[src/inc/pcg_regs.svh]
`ifndef PCG_REGS_SVH
`define PCG_REGS_SVH
// Register byte offsets
`define PCG_OFF_SYS_CLK   8'h00
`define PCG_OFF_PLL_CTRL  8'h04
`define PCG_OFF_STBY      8'h08
`define PCG_OFF_MOD_STOP  8'h0c
`define PCG_OFF_PWR       8'h10
`define PCG_OFF_STATUS    8'h14
// Reset values
`define PCG_RST_SYS_CLK   8'h00
`define PCG_RST_PLL_CTRL  8'h00
`define PCG_RST_STBY      8'h40
`define PCG_RST_MOD_STOP  8'h00
`define PCG_RST_PWR       8'h00
// Writable bits; the rest read as zero
`define PCG_WM_SYS_CLK    8'hcf
`define PCG_WM_PLL_CTRL   8'h0b
`define PCG_WM_STBY       8'hcf
`define PCG_WM_PWR        8'h01
// Field positions
`define PCG_BIT_PHI_DIS   7
`define PCG_BIT_SW_MODE   3
`define PCG_DIV_MSB       2
`define PCG_MULT_MSB      1
`define PCG_BIT_SW_STBY   7
`define PCG_WAIT_MSB      3
`define PCG_BIT_ALL_STOP  0
// Settle wait is (select + 1) << shift system clock ticks
`define PCG_WAIT_SHIFT    5
`endif

[src/inc/pcg_pkg.sv]
package pcg_pkg;

    typedef enum logic [1:0] {
        MULT_X1 = 2'h0,
        MULT_X2 = 2'h1,
        MULT_X4 = 2'h2
    } pcg_mult_type;

    typedef enum logic [2:0] {
        DIV_1 = 3'h0,
        DIV_2 = 3'h1,
        DIV_4 = 3'h2
    } pcg_div_type;

    // Gray along run, standby, settle
    typedef enum logic [2:0] {
        MODE_RUN     = 3'h0,
        MODE_SLEEP   = 3'h1,
        MODE_ALLSTOP = 3'h3,
        MODE_STANDBY = 3'h2,
        MODE_SETTLE  = 3'h6,
        MODE_HWSTBY  = 3'h4
    } pcg_mode_type;

    typedef struct packed {
        logic        psel;
        logic        penable;
        logic        pwrite;
        logic [7:0]  paddr;
        logic [31:0] pwdata;
    } pcg_apb_req_type;

    typedef struct packed {
        logic s1;
        logic s2;
    } pcg_sync_type;

    typedef struct packed {
        logic [7:0]   sys_clk;
        logic [7:0]   pll_ctrl;
        logic [7:0]   stby;
        logic [7:0]   mod_stop;
        logic [7:0]   pwr;
        pcg_mult_type act_mult;
        pcg_div_type  act_div;
        pcg_mode_type mode;
        logic         ext_d;
        logic [7:0]   per_cnt;
        logic [7:0]   period;
        logic [7:0]   sub_cnt;
        logic [1:0]   left;
        logic [1:0]   div_cnt;
        logic [9:0]   wait_cnt;
        logic         phi_tick;
        logic         cpu_en;
        logic [7:0]   periph_en;
        logic         phi_lvl;
        logic [31:0]  prdata;
        logic         pslverr;
    } pcg_state_type;

endpackage : pcg_pkg

[src/rtl/pcg_sync.sv]
`timescale 1ns/10ps
module pcg_sync #(
    parameter logic RST_VAL = 1'b0
) (
    input  wire logic mclk_i,
    input  wire logic rst_n_i,
    input  wire logic d_i,
    output logic      q_o
);
    pcg_pkg::pcg_sync_type st_ff;
    pcg_pkg::pcg_sync_type nxt_st;

    always_comb begin
        nxt_st    = st_ff;
        nxt_st.s1 = d_i;
        nxt_st.s2 = st_ff.s1;
    end

    always_ff @(posedge mclk_i or negedge rst_n_i) begin
        if (!rst_n_i) begin
            st_ff <= {RST_VAL, RST_VAL};
        end else begin
            st_ff <= nxt_st;
        end
    end

    assign q_o = st_ff.s2;

endmodule : pcg_sync

[src/rtl/pcg_top.sv]
// How it works
// [RL1] PLL multiplies oscillator clock by 1/2/4
// [RL2] Internal clock rises with external rise
// [RL3] Mode 0: new factor waits for standby
// [RL4] Standby wait set by four-bit select
// [RL5] Factor is one after reset
// [RL6] Standby stops generator, applies pending factor
// [RL7] After wake, wait then resume new factor
// [RL8] Mode 1: new factor applies at once
// [RL9] Divider gives half or quarter rate
// [RL10] Software keeps system clock 8-33 MHz
// [RL11] Peripherals clocked from system clock
// [RL12] Wake wait scales with division ratio
// [RL13] Clock writes act despite buffered writes
// [RL14] High-speed mode after reset
// [RL15] Five modes besides high speed: sleep, all-stop, standby, settle, hardware standby
// [RL16] Sleep CPU; division all; stop peripherals
// [RL17] Factor codes 00 x1, 01 x2, 10 x4
// [RL18] Division codes 000, 001, 010 only
// [RL19] Switch mode bit 3, resets 0
// [RL20] Switching never glitches delivered clock
//
// Added by the designer: the placing of the registers and the APB register port.
`timescale 1ns/10ps
`include "pcg_regs.svh"
module pcg_top #(
    parameter int NMOD = 8
) (
    input  wire logic                    mclk_i,
    input  wire logic                    rst_n_i,
    input  wire pcg_pkg::pcg_apb_req_type apb_req_i,
    output logic [31:0]                  prdata_o,
    output logic                         pready_o,
    output logic                         pslverr_o,
    input  wire logic                    ext_clock_in_pin_i,
    input  wire logic                    sleep_req_i,
    input  wire logic                    wake_irq_i,
    input  wire logic                    hw_standby_n_i,
    output logic                         phi_tick_o,
    output logic                         cpu_clk_en_o,
    output logic [NMOD-1:0]              periph_clk_en_o,
    output logic                         phi_pin_o,
    output logic                         phi_pin_oe_o,
    output logic [2:0]                   power_mode_o,
    output logic [1:0]                   pll_mult_o
);
    pcg_pkg::pcg_state_type st_ff;
    pcg_pkg::pcg_state_type nxt_st;

    logic       rst_q;
    logic       ext_q;
    logic       wake_q;
    logic       hwsb_n_q;
    logic       ext_rise;
    logic       pll_on;
    logic       pll_tick;
    logic       phi_raw;
    logic [7:0] interval;
    logic [1:0] div_mask;
    logic [9:0] wait_tgt;
    logic       wr_acc;
    logic       rd_setup;
    logic [7:0] wbyte;
    logic       run_like;

    pcg_sync #(.RST_VAL(1'b0)) u_rst_sync (
        .mclk_i  (mclk_i),
        .rst_n_i (rst_n_i),
        .d_i     (1'b1),
        .q_o     (rst_q)
    );

    pcg_sync #(.RST_VAL(1'b0)) u_ext_sync (
        .mclk_i  (mclk_i),
        .rst_n_i (rst_q),
        .d_i     (ext_clock_in_pin_i),
        .q_o     (ext_q)
    );

    pcg_sync #(.RST_VAL(1'b0)) u_wake_sync (
        .mclk_i  (mclk_i),
        .rst_n_i (rst_q),
        .d_i     (wake_irq_i),
        .q_o     (wake_q)
    );

    // Idle high so release does not enter hardware standby
    pcg_sync #(.RST_VAL(1'b1)) u_hwsb_sync (
        .mclk_i  (mclk_i),
        .rst_n_i (rst_q),
        .d_i     (hw_standby_n_i),
        .q_o     (hwsb_n_q)
    );

    always_comb begin
        nxt_st   = st_ff;
        wbyte    = apb_req_i.pwdata[7:0];
        wr_acc   = apb_req_i.psel & apb_req_i.penable & apb_req_i.pwrite;
        rd_setup = apb_req_i.psel & ~apb_req_i.penable;
        ext_rise = ext_q & ~st_ff.ext_d;
        pll_on   = (st_ff.mode != pcg_pkg::MODE_STANDBY) &&
                   (st_ff.mode != pcg_pkg::MODE_HWSTBY);
        // [RL1] Tick spacing is ext period over factor
        interval = st_ff.period >> st_ff.act_mult;
        if (interval == 8'h00) begin
            interval = 8'h01;
        end
        // [RL9] Divider terminal count per ratio
        case (st_ff.act_div)
            pcg_pkg::DIV_2: div_mask = 2'h1;
            pcg_pkg::DIV_4: div_mask = 2'h3;
            default:        div_mask = 2'h0;
        endcase
        // [RL4] Wait from four-bit select
        wait_tgt = 10'({1'b0, st_ff.stby[`PCG_WAIT_MSB:0]} + 5'h01) << `PCG_WAIT_SHIFT;
        pll_tick = 1'b0;
        nxt_st.ext_d = ext_q;

        // PLL: tick stream locked to external rising edge
        if (st_ff.per_cnt != 8'hff) begin
            nxt_st.per_cnt = st_ff.per_cnt + 8'h01;
        end
        if (!pll_on) begin
            nxt_st.sub_cnt = 8'h00;
            nxt_st.left    = 2'h0;
        end else if (ext_rise) begin
            // [RL2] First tick on the external rise
            pll_tick       = 1'b1;
            nxt_st.period  = st_ff.per_cnt;
            nxt_st.per_cnt = 8'h01;
            nxt_st.sub_cnt = 8'h00;
            nxt_st.left    = 2'((3'h1 << st_ff.act_mult) - 3'h1);
        end else if (st_ff.left != 2'h0 && st_ff.sub_cnt + 8'h01 >= interval) begin
            pll_tick       = 1'b1;
            nxt_st.sub_cnt = 8'h00;
            nxt_st.left    = st_ff.left - 2'h1;
        end else begin
            nxt_st.sub_cnt = st_ff.sub_cnt + 8'h01;
        end

        // Divider
        phi_raw = pll_tick && (st_ff.div_cnt == div_mask);
        if (phi_raw) begin
            nxt_st.div_cnt = 2'h0;
            // [RL20] Ratio switches only at a tick boundary
            // [RL18] Prohibited division codes are ignored
            if (st_ff.sys_clk[`PCG_DIV_MSB:0] <= 3'h2) begin
                nxt_st.act_div = pcg_pkg::pcg_div_type'(st_ff.sys_clk[`PCG_DIV_MSB:0]);
            end
        end else if (pll_tick) begin
            nxt_st.div_cnt = st_ff.div_cnt + 2'h1;
        end

        // APB register writes; no hold-off for pending bus writes
        if (wr_acc) begin
            // [RL13] Clock control takes effect regardless
            if (apb_req_i.paddr == `PCG_OFF_SYS_CLK) begin
                nxt_st.sys_clk = wbyte & `PCG_WM_SYS_CLK;
            end else if (apb_req_i.paddr == `PCG_OFF_PLL_CTRL) begin
                nxt_st.pll_ctrl = wbyte & `PCG_WM_PLL_CTRL;
                // [RL3] [RL8] Mode bit gates immediate use
                // [RL17] Code 11 never becomes active
                if (st_ff.sys_clk[`PCG_BIT_SW_MODE] && wbyte[1:0] != 2'h3) begin
                    nxt_st.act_mult = pcg_pkg::pcg_mult_type'(wbyte[`PCG_MULT_MSB:0]);
                end
            end else if (apb_req_i.paddr == `PCG_OFF_STBY) begin
                nxt_st.stby = wbyte & `PCG_WM_STBY;
            end else if (apb_req_i.paddr == `PCG_OFF_MOD_STOP) begin
                nxt_st.mod_stop = wbyte;
            end else if (apb_req_i.paddr == `PCG_OFF_PWR) begin
                nxt_st.pwr = wbyte & `PCG_WM_PWR;
            end
        end

        // Read data captured in setup so it comes from a flop
        if (rd_setup) begin
            nxt_st.prdata  = 32'h0000_0000;
            nxt_st.pslverr = 1'b0;
            if (apb_req_i.paddr == `PCG_OFF_SYS_CLK) begin
                nxt_st.prdata[7:0] = st_ff.sys_clk;
            end else if (apb_req_i.paddr == `PCG_OFF_PLL_CTRL) begin
                nxt_st.prdata[7:0] = st_ff.pll_ctrl;
            end else if (apb_req_i.paddr == `PCG_OFF_STBY) begin
                nxt_st.prdata[7:0] = st_ff.stby;
            end else if (apb_req_i.paddr == `PCG_OFF_MOD_STOP) begin
                nxt_st.prdata[7:0] = st_ff.mod_stop;
            end else if (apb_req_i.paddr == `PCG_OFF_PWR) begin
                nxt_st.prdata[7:0] = st_ff.pwr;
            end else if (apb_req_i.paddr == `PCG_OFF_STATUS) begin
                nxt_st.prdata[7:0] = {st_ff.mode, st_ff.act_div, st_ff.act_mult};
            end else begin
                nxt_st.pslverr = 1'b1;
            end
        end

        // [RL15] Power mode sequencer
        case (st_ff.mode)
            pcg_pkg::MODE_RUN: begin
                if (sleep_req_i) begin
                    if (st_ff.stby[`PCG_BIT_SW_STBY]) begin
                        // [RL6] Pending factor valid on standby entry
                        nxt_st.mode = pcg_pkg::MODE_STANDBY;
                        if (st_ff.pll_ctrl[1:0] != 2'h3) begin
                            nxt_st.act_mult =
                                pcg_pkg::pcg_mult_type'(st_ff.pll_ctrl[`PCG_MULT_MSB:0]);
                        end
                    end else if (st_ff.pwr[`PCG_BIT_ALL_STOP]) begin
                        nxt_st.mode = pcg_pkg::MODE_ALLSTOP;
                    end else begin
                        nxt_st.mode = pcg_pkg::MODE_SLEEP;
                    end
                end
            end
            pcg_pkg::MODE_SLEEP, pcg_pkg::MODE_ALLSTOP: begin
                if (wake_q) begin
                    nxt_st.mode = pcg_pkg::MODE_RUN;
                end
            end
            pcg_pkg::MODE_STANDBY: begin
                if (wake_q) begin
                    nxt_st.mode     = pcg_pkg::MODE_SETTLE;
                    nxt_st.wait_cnt = 10'h000;
                end
            end
            pcg_pkg::MODE_SETTLE: begin
                // [RL12] Counted in system ticks, so scales with ratio
                // [RL7] Resume once the wait has run out
                if (st_ff.wait_cnt >= wait_tgt) begin
                    nxt_st.mode = pcg_pkg::MODE_RUN;
                end else if (phi_raw) begin
                    nxt_st.wait_cnt = st_ff.wait_cnt + 10'h001;
                end
            end
            default: begin
                if (hwsb_n_q) begin
                    nxt_st.mode     = pcg_pkg::MODE_SETTLE;
                    nxt_st.wait_cnt = 10'h000;
                end
            end
        endcase
        if (!hwsb_n_q) begin
            nxt_st.mode = pcg_pkg::MODE_HWSTBY;
        end

        // Clock enables: one cycle wide, so never a runt
        run_like = (st_ff.mode == pcg_pkg::MODE_RUN) ||
                   (st_ff.mode == pcg_pkg::MODE_SLEEP) ||
                   (st_ff.mode == pcg_pkg::MODE_ALLSTOP);
        nxt_st.phi_tick = phi_raw && run_like;
        // [RL16] Sleep halts the CPU only here; all-stop also stops peripherals
        nxt_st.cpu_en = phi_raw && (st_ff.mode == pcg_pkg::MODE_RUN);
        // [RL11] Peripherals run off the system tick
        nxt_st.periph_en = {8{phi_raw && (st_ff.mode == pcg_pkg::MODE_RUN ||
                              st_ff.mode == pcg_pkg::MODE_SLEEP)}} & ~st_ff.mod_stop;
        if (phi_raw && run_like) begin
            nxt_st.phi_lvl = ~st_ff.phi_lvl;
        end else if (!run_like) begin
            nxt_st.phi_lvl = 1'b1;
        end
    end

    always_ff @(posedge mclk_i or negedge rst_q) begin
        if (!rst_q) begin
            st_ff          <= '0;
            // [RL19] Switch mode bit clear
            st_ff.sys_clk  <= `PCG_RST_SYS_CLK;
            st_ff.pll_ctrl <= `PCG_RST_PLL_CTRL;
            st_ff.stby     <= `PCG_RST_STBY;
            st_ff.mod_stop <= `PCG_RST_MOD_STOP;
            st_ff.pwr      <= `PCG_RST_PWR;
            // [RL5] Factor one
            st_ff.act_mult <= pcg_pkg::MULT_X1;
            st_ff.act_div  <= pcg_pkg::DIV_1;
            // [RL14] High-speed mode
            st_ff.mode     <= pcg_pkg::MODE_RUN;
            st_ff.phi_lvl  <= 1'b1;
        end else begin
            st_ff <= nxt_st;
        end
    end

    assign prdata_o        = st_ff.prdata;
    assign pready_o        = 1'b1;
    assign pslverr_o       = st_ff.pslverr & apb_req_i.psel & apb_req_i.penable;
    assign phi_tick_o      = st_ff.phi_tick;
    assign cpu_clk_en_o    = st_ff.cpu_en;
    assign periph_clk_en_o = NMOD'(st_ff.periph_en);
    // Output disable holds the pin high; hardware standby floats it
    assign phi_pin_o       = st_ff.phi_lvl | st_ff.sys_clk[`PCG_BIT_PHI_DIS];
    assign phi_pin_oe_o    = (st_ff.mode != pcg_pkg::MODE_HWSTBY);
    assign power_mode_o    = st_ff.mode;
    assign pll_mult_o      = st_ff.act_mult;
endmodule : pcg_top

[config.mk]
export PLATFORM = sky130hd
export DESIGN_NAME = pcg_top
export DESIGN_NICKNAME = d
export VERILOG_FILES = /design/src/inc/pcg_pkg.sv /design/src/rtl/pcg_sync.sv /design/src/rtl/pcg_top.sv
export VERILOG_INCLUDE_DIRS = /design/src /design/src/inc
export SDC_FILE = /design/constraint.sdc
export NUM_CORES = 1
export LEC_CHECK = 0
export BUFFER_PORTS_ARGS = -buffer_cell sky130_fd_sc_hd__buf_2
export CAP_MARGIN = 20
export CORE_MARGIN = 1.5
export CORE_UTILIZATION = 55
export DETAILED_ROUTE_END_ITERATION = 10
export PLACE_DENSITY = 0.82
export SETUP_SLACK_MARGIN = 0.02
export SYNTH_ARGS = -nofsm -noshare
export SYNTH_HDL_FRONTEND = slang
export SYNTH_SLANG_ARGS = --single-unit
[constraint.sdc]
create_clock -name mclk_i -period 3.5 [get_ports mclk_i]
set_input_delay 0.525 -clock mclk_i [delete_from_list [all_inputs] [get_ports mclk_i]]
set_output_delay 0.525 -clock mclk_i [all_outputs]
set_load 0.02 [all_outputs]
==> impl_metrics.json <==
{
  "result_of_the_run": "complete, no violations",
  "tightest_slew_ns": 0.892,
  "worst_ir_drop_vdd_v": 0.000300,
  "synth_edf_count": 0,
  "vias": 3983,
  "dominantRegCellSynth": "dfrtp_1",
  "critical_path.reg2reg.startpoint": "pll_mult_o[0]",
  "yosys-top-cells-area": "dfrtp_1 (43%), buf_4 (6.4%), mux2_2 (4.7%)",
  "timing.final.max_slew_violations": 0,
  "grt_pass1_wl_microns": 18800,
  "chipWidth_microns": 103,
  "synth_top_cells_by_count": "dfrtp_1 (95), buf_4 (47), nor2_1 (40)",
  "die_h_microns": 103,
  "cp-startpoint": "pll_mult_o[0]",
  "worstHoldStart": "hw_standby_n_i",
  "timing.final.hold_violations": 0,
  "criticalPathCategory": "reg2reg",
  "synth_seq_area_share_pct": 45.1,
  "fmax_ghz": 0.303,
  "synth_cell_type_count": 70,
  "core-area_sq_um": 9730,
  "die-area_sq_um": 10600,
  "port_buffers": 50,
  "drt_pass1_iterations": 5,
  "wl_per_instance_microns": 16.1,
  "cts-htree-levels": 3,
  "synth.largest_area_cell": "dfrtp_1",
  "slew-limit-headroom_pct": 40.4,
  "cts_buffers": 9,
  "worst_ep_required_time_ns": 3.79,
  "fp-row-count": 36,
  "globalRouteOverflowTotal": 0,
  "syn-instance-count": 522,
  "post_route_cells_drive_above_1_share_pct": 24.8,
  "syn_area_sq_um": 5510,
  "power_density_nw_per_um2": 536,
  "vias_in_the_first_global_route": 3893,
  "largest_net_degree_at_the_start_of_global_routing": 46,
  "layout.nets": 622,
  "syn_to_final_growth_pct": 7.65,
  "vias_per_cell": 5.75,
  "clock_tree.buffer_depth": 2,
  "max_capacitance_violation_count": 0,
  "async_reset_ff_share_pct": 100,
  "tritoncts_num_sinks": 99,
  "hold_path_class": "in2reg",
  "whs_ns": 0.248,
  "clock-root-buffer": "clkbuf_8",
  "yosysTopAreaCellShare_pct": 43.2,
  "synth.most_common_cell": "dfrtp_1",
  "placed_cells_incl_taps": 672,
  "n_antenna_cell": 0,
  "ant_nets": 0,
  "place.gp.congestion": 0.832,
  "setup.worst_path.end_class": "flip-flop",
  "initial_core_util_pct": 56.6,
  "rsz0062_at_grt": "false",
  "postSynthAreaPerCell_sq_um": 10.6,
  "antenna_found_initial": 0,
  "layout_min_cycle_time_ns": 3.30,
  "drc": 0,
  "p_leak_uw": 0.00279,
  "cp_max_fo": 16,
  "routed_wirelength_microns": 11100,
  "cp_data_arrival_time_ns": 3.59,
  "clkLatencyLatePin_ns": 0.37,
  "design.portCount": 100,
  "place_hpwl_microns": 8050,
  "finalClockSkew_ns": 0.0152,
  "final_cells": 693,
  "ys.warnings.count": 0,
  "cts_tree": "built",
  "setup-violations-final": 0,
  "yosys_register_bits": 99,
  "crit_path_start_kind": "flip-flop",
  "track_usage_pct": 22.9,
  "dr.first_iter.drc_count": 208,
  "timing.final.crit_share_pct": 94.2,
  "cts.clk_slew.worst_paths_ns": 0.10
}
-- routing by layer --
metal	vias up	global-route usage [%]	share of wire, %
li1	1860	-	-
met1	1984	30.8	44
met2	126	38.5	50
met3	13	3.32	4.7
met4	0	6.96	1.1
met5	-	0	0
-- registers in the layout (all words and copies together) (netlist names) --
register,cells
periph_clk_en_o,8
st_ff,68
pll_mult_o,2
u_ext_sync.nxt_st,1
u_rst_sync.q_o,1
phi_tick_o,1
cpu_clk_en_o,1
u_ext_sync.q_o,1
u_hwsb_sync.q_o,1
u_rst_sync.nxt_st,1
u_wake_sync.nxt_st,1
prdata_o,8
u_hwsb_sync.nxt_st,1
power_mode_o,3
u_wake_sync.q_o,1
-- cells by family after synthesis --
group	share of synthesized area (%)
fa+ha+maj	4.09
mux	10.0
buf+inv	8.72
other cells	0.136
flops	45.1
simple gates	17.8
xor+xnor	2.38
compound gates	11.8
-- repair_timing --
| action | 4_1_cts | 5_1_grt |
|---|---|---|
| endpoints found under the setup margin | 12 | 17 |
| setup buffers | 0 | 4 |
| pin swaps | 0 | 1 |
| resized for setup | 2 | 2 |
| endpoints found under the hold margin | 2 | 0 |
| hold buffers | 1 | 0 |
-- worst max-delay path, cell delays in order, from the launching register on --
cell,delay [ns]
dfrtp_2,0.49
mux2_2,0.38
o21ai_0,0.24
nand4_1,0.13
o221ai_1,0.23
ha_1,0.16
nand2b_1,0.14
a2111oi_4,0.09
o32ai_4,0.43
nand4_4,0.28
buf_4,0.23
o41a_1,0.29
a31oi_1,0.14
-- path summary, 6_finish.rpt --
path | cells after the start | endpoint | slack (ns)
setup / recovery | 12 | st_ff[52] | 0.20
hold / removal | 1 | u_hwsb_sync.nxt_st[0] | 0.25
setup reg to reg | 12 | st_ff[52] | 0.20
hold reg to reg | 0 | st_ff[50] | 0.33
max in group asynchronous | 1 | st_ff[58] | 2.33
min in group asynchronous | 0 | st_ff[50] | 0.33
-- per-stage QoR --
stage	utilization, %	instance area (sq um)	power, uW	TNS [ns]	worst slack [ns]
floorplan	-	5600	2140	0	0.121
global placement	58.0	5640	2270	0	0.105
detailed placement	58.0	5640	2330	-0.209	-0.0854
CTS	60.5	5890	3160	0	0.0260
global route	61.0	5930	3370	0	0.0377
finish	61.0	5930	3180	0	0.201
-- placed cells by master, fill, tap and decap left out, types with 8 or more instances in the layout --
cell type  instances
buf_2             50
nand4_1            9
a31oi_1            8
o21ai_0           15
inv_1             16
and3_1            10
buf_4             10
nor2_1            40
mux2_2            23
nor2b_1           20
conb_1            26
a21oi_1           11
mux2_4            12
o211ai_1           8
ha_1              18
nor3_1             8
mux2i_1            9
nand2_1           32
nand3_1           18
dfrtp_1           93
clkbuf_8          10
xnor2_1            8
-- layout make-up --
cell class	instances	area [sq um]
Timing Repair Buffer	61	335
Fill cell	825	3800
Sequential cell	99	2490
Inverter	16	60.1
Clock inverter	6	81.3
Clock buffer	10	138
Tap cell	133	166
Multi-Input combinational cell	368	2660
-- power by group --
part	switching [uW]	internal, uW	total, uW
sequential	176	1290	1470
combinational	513	407	920
clock	429	364	793
No activity file was read; power rests on OpenSTA's default activity.
